### config.mk
export PLATFORM = sky130hd
export DESIGN_NAME = isl_interrupt_source_logic
export DESIGN_NICKNAME = d
export VERILOG_FILES = /design/src/inc/isl_pkg.sv /design/src/hdl/isl_interrupt_source_logic.sv
export SDC_FILE = /design/constraint.sdc
export NUM_CORES = 1
export LEC_CHECK = 0
export BUFFER_PORTS_ARGS = -buffer_cell sky130_fd_sc_hd__clkbuf_2
export CORE_ASPECT_RATIO = 0.75
export CORE_MARGIN = 2
export CORE_UTILIZATION = 50
export CTS_BUF_LIST = sky130_fd_sc_hd__clkbuf_4
export DETAILED_ROUTE_END_ITERATION = 6
export PLACE_DENSITY = 0.82
export SLEW_MARGIN = 5
export SYNTH_ARGS = -nofsm -noshare
export SYNTH_HDL_FRONTEND = slang
export SYNTH_SLANG_ARGS = --single-unit
### constraint.sdc
create_clock -name clk -period 1.9 [get_ports clk]
set_input_delay 0.285 -clock clk [delete_from_list [all_inputs] [get_ports clk]]
set_output_delay 0.285 -clock clk [all_outputs]
set_load 0.02 [all_outputs]
### src/inc/isl_pkg.sv
`default_nettype none
package isl_pkg;
	// irq_control_main bit positions
	localparam int MAIN_PORT_CHANGE_FLAG   = 0;
	localparam int MAIN_PORT_CHANGE_ENABLE = 3;
	localparam int MAIN_TIMER_ENABLE       = 5;
	// irq_control_second bit positions
	localparam int SECOND_PORT_CHANGE_PRIO = 0;
	localparam int SECOND_TIMER_PRIO       = 2;
	// irq_control_third bit positions
	localparam int THIRD_EXT1_PRIO         = 6;
	localparam int THIRD_EXT2_PRIO         = 7;
	localparam logic [7:0]  TIMER8_TOP     = 8'hFF;
	localparam logic [15:0] TIMER16_TOP    = 16'hFFFF;
	localparam logic [2:0]  FLAGS_RESET    = 3'h0;
	localparam logic [7:0]  WORD_RESET     = 8'h00;
	localparam int PC_WIDTH                = 21;

	typedef struct packed {
		logic [7:0] working;
		logic [7:0] status;
		logic [7:0] bankSelect;
	} isl_context_t;

	typedef struct packed {
		logic [2:0] extEnable;
		logic [2:0] extPolarity;
		logic       extPrio1;
		logic       extPrio2;
		logic       timerEnable;
		logic       timerPrio;
		logic       portChangeEnable;
		logic       portChangePrio;
		logic       globalEnable;
		logic       priorityLevelsEnable;
		logic       timer16Mode;
	} isl_config_t;

	typedef enum logic [1:0] {
		ISL_RUN,
		ISL_ASLEEP,
		ISL_ENTRY
	} isl_state_t;
endpackage
`default_nettype wire

### src/hdl/isl_interrupt_source_logic.sv
`default_nettype none
// How it works
// external pin edge polarity: select 1 rising, 0 falling.
// valid edge sets that pin's flag.
// cleared pin enable blocks its interrupt request.
// software clears pin flag before re-enabling; hardware never clears it.
// enabled external pin interrupt wakes from idle or sleep; code wakes only on the pin enables latched at sleep entry.
// after wake, vector only when global enable set.
// pin one and two priority from third control bits 6 and 7.
// pin zero has no priority bit, always high priority.
// 8-bit mode: count FFh to 00h sets timer flag.
// 16-bit mode: count FFFFh to 0000h sets timer flag.
// timer enable at main control bit 5.
// timer priority from second control bit 2.
// change on port B bits 7..4 sets port-change flag, main bit 0.
// port-change enable at main control bit 3.
// port-change priority from second control bit 0.
// interrupt entry pushes return address onto call stack.
// interrupt entry copies working, status, bank select into shadow.
// priority-levels enable: 1 two levels, 0 single legacy level.
// without fast return, software saves context itself.
// priority 1 routes to high vector, 0 to low vector.
module isl_interrupt_source_logic
	import isl_pkg::*;
#(
	parameter int PCW = PC_WIDTH
) (
	input  wire logic         clk,
	input  wire logic         resetn,
	input  wire logic [2:0]   extPinIn,
	input  wire logic [3:0]   portBPinsHigh,
	input  wire logic [7:0]   timerCountLow,
	input  wire logic [7:0]   timerCountHigh,
	input  wire isl_config_t  cfg,
	input  wire logic [2:0]   extFlagClear,
	input  wire logic         timerFlagClear,
	input  wire logic         portChangeFlagClear,
	input  wire logic         sleepRequest,
	input  wire logic         entryAck,
	input  wire logic         highServiceActive,
	input  wire logic         lowServiceActive,
	input  wire logic [PCW-1:0] returnPc,
	input  wire isl_context_t liveContext,
	output logic [2:0]        extPinFlag,
	output logic              timerFlag,
	output logic              portChangeFlag,
	output logic              asleep,
	output logic              wakeEvent,
	output logic              vectorHigh,
	output logic              vectorLow,
	output logic              stackPush,
	output logic [PCW-1:0]    stackPushData,
	output isl_context_t      shadowContext
);
	logic [2:0]  extSync1_r, extSync2_r, extPrev_r;
	logic [3:0]  portSync1_r, portSync2_r, portPrev_r;
	logic [15:0] timerPrev_r;
	logic        timer16Prev_r;
	logic [2:0]  asleepEnable_r;
	logic [1:0]  warm_r;
	isl_state_t  state_r;
	logic [2:0]  extEdge;
	logic        timerRoll;
	logic        portChange;
	logic [2:0]  extPrio;
	logic        reqHigh, reqLow, anyReq, wakeCause;

	function automatic logic prioOf(input logic bitValue, input logic levelsOn);
		return levelsOn ? bitValue : 1'b1;
	endfunction

	// input synchronisers
	always_ff @(posedge clk) begin
		if (!resetn) begin
			extSync1_r  <= FLAGS_RESET;
			extSync2_r  <= FLAGS_RESET;
			extPrev_r   <= FLAGS_RESET;
			portSync1_r <= 4'h0;
			portSync2_r <= 4'h0;
			portPrev_r  <= 4'h0;
		end else begin
			extSync1_r  <= extPinIn;
			extSync2_r  <= extSync1_r;
			extPrev_r   <= extSync2_r;
			portSync1_r <= portBPinsHigh;
			portSync2_r <= portSync1_r;
			portPrev_r  <= portSync2_r;
		end
	end

	// edge detect idles until the sync chain holds real pin levels
	always_ff @(posedge clk) begin
		if (!resetn)
			warm_r <= 2'h0;
		else if (warm_r != 2'h3)
			warm_r <= warm_r + 2'h1;
	end

	// polarity edge select
	always_comb begin
		for (int i = 0; i < 3; i++) begin
			extEdge[i] = (warm_r == 2'h3) && (cfg.extPolarity[i]
				? (extSync2_r[i] & ~extPrev_r[i]) : (~extSync2_r[i] & extPrev_r[i]));
		end
	end

	// 8-bit rollover, R10: 16-bit rollover
	always_comb begin
		if (timer16Prev_r)
			timerRoll = (timerPrev_r == TIMER16_TOP) && ({timerCountHigh, timerCountLow} == 16'h0000);
		else
			timerRoll = (timerPrev_r[7:0] == TIMER8_TOP) && (timerCountLow == WORD_RESET);
	end

	// change on port B upper nibble
	assign portChange = (warm_r == 2'h3) && (|(portSync2_r ^ portPrev_r));

	always_ff @(posedge clk) begin
		if (!resetn) begin
			timerPrev_r   <= 16'h0000;
			timer16Prev_r <= 1'b0;
		end else begin
			timerPrev_r   <= {timerCountHigh, timerCountLow};
			timer16Prev_r <= cfg.timer16Mode;
		end
	end

	// edge sets flag, set wins over clear
	always_ff @(posedge clk) begin
		if (!resetn) begin
			extPinFlag <= FLAGS_RESET;
		end else begin
			extPinFlag <= (extPinFlag & ~extFlagClear) | extEdge;
		end
	end

	// timer flag, set wins over clear
	always_ff @(posedge clk) begin
		if (!resetn) begin
			timerFlag <= 1'b0;
		end else begin
			timerFlag <= (timerFlag & ~timerFlagClear) | timerRoll;
		end
	end

	// port-change flag
	always_ff @(posedge clk) begin
		if (!resetn) begin
			portChangeFlag <= 1'b0;
		end else begin
			portChangeFlag <= (portChangeFlag & ~portChangeFlagClear) | portChange;
		end
	end

	// pin priorities, R08: pin zero fixed high
	assign extPrio = {cfg.extPrio2, cfg.extPrio1, 1'b1};

	// enables gate requests, R20: route by priority, R18: levels
	always_comb begin
		reqHigh = 1'b0;
		reqLow  = 1'b0;
		for (int i = 0; i < 3; i++) begin
			if (extPinFlag[i] && cfg.extEnable[i]) begin
				if (prioOf(extPrio[i], cfg.priorityLevelsEnable))
					reqHigh = 1'b1;
				else
					reqLow = 1'b1;
			end
		end
		// timer enable, R12: timer priority
		if (timerFlag && cfg.timerEnable) begin
			if (prioOf(cfg.timerPrio, cfg.priorityLevelsEnable))
				reqHigh = 1'b1;
			else
				reqLow = 1'b1;
		end
		// port-change enable, R15: port-change priority
		if (portChangeFlag && cfg.portChangeEnable) begin
			if (prioOf(cfg.portChangePrio, cfg.priorityLevelsEnable))
				reqHigh = 1'b1;
			else
				reqLow = 1'b1;
		end
	end

	// global enable gates entry, also after wake
	assign anyReq = cfg.globalEnable && !highServiceActive
		&& (reqHigh || (reqLow && !lowServiceActive));
	// wake only by pins enabled before sleep
	assign wakeCause = |(extPinFlag & asleepEnable_r);

	always_ff @(posedge clk) begin
		if (!resetn) begin
			state_r        <= ISL_RUN;
			asleep         <= 1'b0;
			asleepEnable_r <= FLAGS_RESET;
			wakeEvent      <= 1'b0;
			vectorHigh     <= 1'b0;
			vectorLow      <= 1'b0;
			stackPush      <= 1'b0;
			stackPushData  <= '0;
			shadowContext  <= '0;
		end else begin
			wakeEvent <= 1'b0;
			stackPush <= 1'b0;
			case (state_r)
				ISL_RUN: begin
					if (anyReq) begin
						state_r    <= ISL_ENTRY;
						vectorHigh <= reqHigh;
						vectorLow  <= !reqHigh;
						// push return address
						stackPush     <= 1'b1;
						stackPushData <= returnPc;
						// fast return shadow
						shadowContext <= liveContext;
					end else if (sleepRequest) begin
						state_r        <= ISL_ASLEEP;
						asleep         <= 1'b1;
						asleepEnable_r <= cfg.extEnable;
					end
				end
				ISL_ASLEEP: begin
					// wake on latched enables
					if (wakeCause) begin
						asleep    <= 1'b0;
						wakeEvent <= 1'b1;
						state_r   <= ISL_RUN;
					end
				end
				ISL_ENTRY: begin
					if (entryAck) begin
						vectorHigh <= 1'b0;
						vectorLow  <= 1'b0;
						state_r    <= ISL_RUN;
					end
				end
				default: state_r <= ISL_RUN;
			endcase
		end
	end

	// detected pin zero edge sets its flag next cycle
	ext_flag_set_a: assert property (@(posedge clk) disable iff (!resetn)
		(extEdge[0]) |=> extPinFlag[0])
		else $error("pin zero edge did not set its flag");
	// disabled sources never vector
	ext_enable_gate_a: assert property (@(posedge clk) disable iff (!resetn)
		(state_r == ISL_RUN && (!cfg.globalEnable || !((|(extPinFlag & cfg.extEnable))
		|| (timerFlag && cfg.timerEnable) || (portChangeFlag && cfg.portChangeEnable))))
		|=> !stackPush)
		else $error("entry without an enabled source");
	// pin one priority bit picks its level
	pin1_prio_a: assert property (@(posedge clk) disable iff (!resetn)
		(state_r == ISL_RUN && anyReq && cfg.priorityLevelsEnable && extPinFlag == 3'h2
		&& !timerFlag && !portChangeFlag) |=> vectorHigh == $past(cfg.extPrio1))
		else $error("pin one priority ignored");
	// wake without global enable gives no entry
	wake_novec_a: assert property (@(posedge clk) disable iff (!resetn)
		(state_r == ISL_ASLEEP && wakeCause && !cfg.globalEnable) |=> ##1 !stackPush)
		else $error("entry after wake without global enable");
	// pin zero always high vector
	pin0_high_a: assert property (@(posedge clk) disable iff (!resetn)
		(state_r == ISL_RUN && anyReq && extPinFlag[0] && cfg.extEnable[0])
		|=> vectorHigh)
		else $error("pin zero not routed high");
	// push carries return address
	push_data_a: assert property (@(posedge clk) disable iff (!resetn)
		(state_r == ISL_RUN && anyReq) |=> stackPush && stackPushData == $past(returnPc))
		else $error("return address not pushed");
	// shadow copy on entry
	shadow_copy_a: assert property (@(posedge clk) disable iff (!resetn)
		stackPush |-> shadowContext == $past(liveContext))
		else $error("context shadow mismatch");
	// single level routes everything high
	legacy_high_a: assert property (@(posedge clk) disable iff (!resetn)
		(!cfg.priorityLevelsEnable && state_r == ISL_RUN && anyReq) |=> !vectorLow)
		else $error("low vector in legacy mode");
	// timer rollover sets flag
	timer_flag_a: assert property (@(posedge clk) disable iff (!resetn)
		timerRoll |=> timerFlag)
		else $error("timer rollover lost");
	// port change sets flag
	port_flag_a: assert property (@(posedge clk) disable iff (!resetn)
		portChange |=> portChangeFlag)
		else $error("port change lost");
	// wake within one cycle of enabled pin flag
	sleep_wake_a: assert property (@(posedge clk) disable iff (!resetn)
		(state_r == ISL_ASLEEP && wakeCause) |=> wakeEvent && !asleep)
		else $error("no wake on enabled pin");
	// low-priority source alone goes low
	route_low_a: assert property (@(posedge clk) disable iff (!resetn)
		(state_r == ISL_RUN && anyReq && !reqHigh) |=> vectorLow && !vectorHigh)
		else $error("low request misrouted");

	entry_high_c: cover property (@(posedge clk) disable iff (!resetn)
		stackPush && vectorHigh);
	entry_low_c: cover property (@(posedge clk) disable iff (!resetn)
		stackPush && vectorLow);
	wake_c: cover property (@(posedge clk) disable iff (!resetn) wakeEvent);
	timer16_c: cover property (@(posedge clk) disable iff (!resetn)
		timerRoll && timer16Prev_r);
endmodule
`default_nettype wire

======== After elaboration in Yosys (flattened, before gate mapping) ========
Cells that the tools add are included.
operators by class
  add/sub/neg operators ................... 1
  shifts and indexed selects .............. 0
  eq/ne operators ......................... 12
  reduce and logical (&&, ||, !) cells .... 32
  multiply operators ...................... 0
  bitwise gates (word level) .............. 24
  order comparisons ....................... 0
  mux-type cells .......................... 41
  div/mod/pow operators ................... 0
operator list
  kind                    count
  $mux W1                 33
  $eq A16 B16 Y1 const B  1
  $logic_not A16 Y1       1
  $logic_and A1 B1 Y1     14
  $ne A2 B2 Y1 const B    6
  $not A1 Y1              9
  $reduce_and A3 Y1       3
  $and A1 B1 Y1           8
  $eq A8 B8 Y1 const B    1
  $logic_not A8 Y1        1
  $mux W2                 4
  $and A3 B3 Y3           2
  $pmux W1 S2             3
  $pmux W2 S3             1
  $reduce_and A2 Y1       3
  $eq A2 B2 Y1 const B    2
  $reduce_and A4 Y1       1
  $reduce_bool A2 Y1      2
  $reduce_or A4 Y1        1
  $xor A4 B4 Y4           1
  $logic_not A1 Y1        3
  $ne A3 B3 Y1 const B    1
  $not A3 Y3              1
  $or A3 B3 Y3            1
  6 further kinds         7
storage, ports and cells
  bits of input ports ..................... 94
  ROM bits ................................ 0
  output and inout bits ................... 55
  flip-flop bits (word level) ............. 100
  word-level logic and storage cells ...... 133
  bits in latches ......................... 0
  memories ................................ 0
  RAM bits ................................ 0

======== Longest topological paths before layout ========
  depth after elaboration ................. 14
  depth in mapped cells ................... 7
  mapped depth without buffers ............ 5

======== Worst setup path after synthesis ========
OpenSTA, ideal clock, no wires.
  path type ............................... register to register
  start point ............................. register extPinFlag[1]
  end point ............................... register shadowContext[10] (netlist name)
  period minus slack after synthesis ...... 1.679 ns
  setup time .............................. 0.072 ns
  path buffers ............................ 2
  slack ................................... 0.221 ns
  arrival time ............................ 1.608 ns
  stages on the path, launching flop included .. 8
  data required time ...................... 1.828 ns
  path through ............................ dfxtp_1 nand2_1 o32ai_1 o21bai_1 a21oi_2 buf_6 buf_12 mux2i_1
on the way
  longest elaborated chain between the ends .. 12
  elaborated cells between the ends (all ways) .. 19
  those cells by class .................... mux: 14; reduce/logical: 5
RTL lines
  what                                  RTL line                           source
  start, declared                       isl_interrupt_source_logic.sv:44   output logic [2:0] extPinFlag,
  start signal, assigned                isl_interrupt_source_logic.sv:133  extPinFlag <= (extPinFlag & ~extFlagClear) | extEdge;
  $logic_and A1 B1 Y1 *                 isl_interrupt_source_logic.sv:163  if (extPinFlag[i] && cfg.extEnable[i]) begin
  $mux W1                               isl_interrupt_source_logic.sv:163
  $mux W1                               isl_interrupt_source_logic.sv:164  if (prioOf(extPrio[i], cfg.priorityLevelsEnable))
  $mux W1                               isl_interrupt_source_logic.sv:163
  $mux W1                               isl_interrupt_source_logic.sv:172  if (prioOf(cfg.timerPrio, cfg.priorityLevelsEnable))
  $mux W1                               isl_interrupt_source_logic.sv:171  if (timerFlag && cfg.timerEnable) begin
  $mux W1                               isl_interrupt_source_logic.sv:179  if (prioOf(cfg.portChangePrio, cfg.priorityLevelsEnable))
  $mux W1                               isl_interrupt_source_logic.sv:178  if (portChangeFlag && cfg.portChangeEnable) begin
  $logic_and A1 B1 Y1                   isl_interrupt_source_logic.sv:188  && (reqHigh || (reqLow && !lowServiceActive));
  $logic_or A1 B1 Y1 *                  isl_interrupt_source_logic.sv:188
  $logic_and A1 B1 Y1 *                 isl_interrupt_source_logic.sv:188
  $reduce_and A2 Y1 (no source line) *  n/a
  end signal, assigned                  isl_interrupt_source_logic.sv:216  shadowContext <= liveContext;
  end, declared                         isl_interrupt_source_logic.sv:53   output isl_context_t shadowContext
Mark *: on every way between the ends. The rest lies on a longest branch, timed or not.
A chain may end at the register's enable or synchronous reset.

======== Final worst setup path ========
  start point ............................. register timerFlag
  end point ............................... register stackPushData[10]
on the way
  longest elaborated chain between the ends .. 8
  elaborated cells between the ends (all ways) .. 11
  those cells by class .................... mux: 6; reduce/logical: 5
RTL lines
  what                                  RTL line                           source
  start, declared                       isl_interrupt_source_logic.sv:45   output logic timerFlag,
  start signal, assigned                isl_interrupt_source_logic.sv:142  timerFlag <= (timerFlag & ~timerFlagClear) | timerRoll;
  $logic_and A1 B1 Y1 *                 isl_interrupt_source_logic.sv:171
  $mux W1                               isl_interrupt_source_logic.sv:171
  $mux W1                               isl_interrupt_source_logic.sv:179
  $mux W1                               isl_interrupt_source_logic.sv:178
  $logic_and A1 B1 Y1                   isl_interrupt_source_logic.sv:188
  $logic_or A1 B1 Y1 *                  isl_interrupt_source_logic.sv:188
  $logic_and A1 B1 Y1 *                 isl_interrupt_source_logic.sv:188
  $reduce_and A2 Y1 (no source line) *  n/a
  end signal, assigned                  isl_interrupt_source_logic.sv:214  stackPushData <= returnPc;
  end, declared                         isl_interrupt_source_logic.sv:52   output logic [PCW-1:0] stackPushData,
Marked as above.

==> flow_summary.json <==
{
  "drcViolationCount": 0,
  "first_global_vias": 2913,
  "totalWireLength_um": 8380,
  "num_rows": 27,
  "flip_flop_and_latch_area_mm2": 0.00200,
  "drive_above_1_share": 0.338,
  "final.period_utilization": 0.921,
  "initialDrtViolationCount": 139,
  "tightestPinTransition_ns": 0.499,
  "yosys.area.top_type_share": 0.520,
  "fillCellCount": 604,
  "areal_power_density_over_the_cells_mw_per_mm2": 777,
  "worst-setup-path-type": "reg2reg",
  "grt_start_max_net_pins": 63,
  "ys_dominant_reg_cell": "dfxtp_1",
  "synthesis.yosys.warnings": 0,
  "globalplace.congestion": 0.852,
  "final_hold_viol_count": 0,
  "tritoncts": "built",
  "type_of_element_launching_the_critical_path": "flip-flop",
  "multi_input_comb_area_mm2": 0.00169,
  "synth_common_cells": "102 x nand2_1, 100 x dfxtp_1, 49 x mux2i_1",
  "worst_slew_slack_as_a_fraction_of_its_limit": 0.668,
  "cts_made_buffers": 9,
  "cts_htree_levels": 3,
  "timing.max_cap.violations": 0,
  "count_of_flip_flops_with_a_built_in_enable_after_synthesis": 0,
  "hold_path.class": "in2reg",
  "setup-tns-final_ns": 0,
  "antenna_violating_nets_post_route": 0,
  "design.portCount": 149,
  "peakVddDrop_mv": 0.596,
  "grtUsageTotal": 0.202,
  "synthesized_cell_area_mm2": 0.00385,
  "end_kind": "flip-flop",
  "cts_max_path_buffers": 2,
  "tritoncts_num_sinks": 100,
  "antenna_violations_before_repair": 0,
  "synthMostInstantiatedCell": "nand2_1",
  "final-setup-viol-count": 0,
  "yosys.cell_types.count": 43,
  "status": "completed",
  "buffer_ports.inserted": 148,
  "post-route-min-period_ns": 1.75,
  "wl_per_cell_um": 13.0,
  "start_util": 0.520,
  "synthToLayoutAreaGrowth_pct": 28.4,
  "num_vias": 3148,
  "overflow": 0,
  "synth_top_cells_by_area": "dfxtp_1 52%, mux2i_1 13%, nand2_1 10%",
  "reg2reg_slack_ns": 0.15,
  "die_height_um": 80.0,
  "postSynthRegisterBits": 100,
  "post_synthesis_cells": 386,
  "final_hpwl_dp_um": 6340,
  "post_synthesis_sequential_area_ratio": 0.520,
  "rsz0062_at_grt": "no",
  "syn-mean-instance-area_um2": 9.96,
  "share_of_synthesized_registers_carrying_an_async_set_or_reset": 0,
  "antenna_cells_inserted": 0,
  "syn_nets": 481,
  "cts_root_buf": "clkbuf_4",
  "worstPathMaxFanout": 23,
  "clock.fmax_mhz": 572,
  "drt-vias-per-instance": 4.87,
  "yosysTopAreaCell": "dfxtp_1",
  "cellLeakagePower_nw": 2.20,
  "worstPathArrival_ns": 2.12,
  "post-route-util": 0.668,
  "worstPathRequired_ns": 2.27,
  "detailed_router_iteration_count_before_antenna_repair": 5,
  "global_route_wire_length_before_repair_um": 13400,
  "insertion_delay_ns": 0.44,
  "fin_worst_skew_ns": 0.0142,
  "number_of_post_cts_setup_repair_buffers": 0,
  "worst_setup_hold_path_clk_slew_ns": 0.16,
  "nNetsFinal": 635,
  "die_area_mm2": 0.00842,
  "chipWidth_um": 105,
  "report.final.slew_viol_count": 0,
  "core-area_mm2": 0.00740
}
-- power by group --
part / total, W / internal, W / switching (W)
clock network: 0.00133 / 0.000573 / 0.000755
registers: 0.00219 / 0.00216 / 0.0000287
logic: 0.000324 / 0.000169 / 0.000155
total: 0.00384 / 0.00290 / 0.000939
-- final cells by class --
| type | instances | area share |
|---|---|---|
| Inverter | 1 | 0.000760 |
| Clock buffer | 9 | 0.0137 |
| Timing Repair Buffer | 164 | 0.190 |
| Clock inverter | 7 | 0.0236 |
| Tap cell | 101 | 0.0256 |
| Sequential cell | 100 | 0.405 |
| Multi-Input combinational cell | 264 | 0.342 |
-- worst paths after layout --
kind	from	to	cells after the start
setup reg to reg	timerFlag$_SDFF_PN0_	stackPushData[10]$_SDFFE_PN0P_	7
setup / recovery	timerFlag$_SDFF_PN0_	stackPushData[10]$_SDFFE_PN0P_	7
hold reg to reg	extSync1_r[2]$_SDFF_PN0_	extSync2_r[2]$_SDFF_PN0_	1
hold / removal	timerCountLow[1]	timerPrev_r[1]$_SDFF_PN0_	2
-- layer usage --
layer	vias to the layer above	wire, µm	global-route usage
li1	1591	-	-
met1	1442	3680	0.243
met2	107	4040	0.348
met3	8	567	0.0653
met4	0	86	0.0560
met5	-	0	0
-- registers in the layout (all words and copies together) (netlist names), 4 cells and up --
register and flops:
portPrev_r 4, portSync1_r 4, portSync2_r 4, shadowContext 24, stackPushData 21, timerPrev_r 16
-- stage by stage --
stage	power [W]	hold WS [ns]	instances	worst slack, ns	area [µm²]
detailed placement	0.00255	0.418	626	0.0609	4700
finish	0.00384	0.0360	646	0.151	4940
CTS	0.00387	0.00536	642	0.0929	4880
global route	0.00402	0.00198	646	0.0185	4940
floorplan	0.00239	0.407	386	0.221	3850
global placement	0.00253	0.417	626	0.136	4700
-- worst max-delay path, stage by stage (launching register included) --
cell and delay [ns]:
dfxtp_1 0.43, nand2_1 0.11, o32ai_2 0.22, o21bai_1 0.16, a21oi_4 0.17, buf_12 0.23
buf_12 0.16, mux2i_1 0.19
-- what timing repair did --
| action | CTS | global route |
|---|---|---|
| hold buffers | 0 | 4 |
| setup endpoints to repair | 0 | 27 |
| hold endpoints to repair | 0 | 4 |
| gates resized for setup | 0 | 2 |
-- layout by cell type (no fill, tap or decap), types with 2 or more instances in the layout --
cell | synthesis | routed
nand3b_1 | 2 | 2
and2_1 | 40 | 40
and2b_2 | 2 | 2
inv_8 | 0 | 2
clkbuf_2 | 0 | 147
buf_12 | 4 | 5
mux2i_1 | 49 | 49
dfxtp_1 | 100 | 100
clkbuf_4 | 0 | 9
nand4_1 | 3 | 3
and3b_1 | 4 | 4
xor2_1 | 4 | 4
nor2_1 | 3 | 3
dlygate4sd3_1 | 0 | 4
nor2b_1 | 2 | 2
nand2b_1 | 9 | 9
inv_6 | 0 | 2
a21boi_0 | 6 | 6
o32ai_2 | 0 | 2
buf_4 | 0 | 8
nor3b_1 | 5 | 5
nand3_1 | 2 | 2
o21a_1 | 2 | 2
bufinv_16 | 0 | 2
nand2_1 | 102 | 102
o21ai_0 | 6 | 6
nor4_1 | 3 | 3
-- cell families (layout without fill, tap and decap cells) --
kind of cell,count (synthesis),in the layout,share of synthesized area
AOI/OAI and AO/OA,27,27,0.0524
xor gates and xnor gates,5,5,0.0114
adders and majority gates,1,1,0.00325
buffers and inverters,22,181,0.0468
DFF,100,100,0.520
muxes,49,49,0.128
and+or+nand+nor,182,182,0.238
No activity file was read; power rests on OpenSTA's default activity.
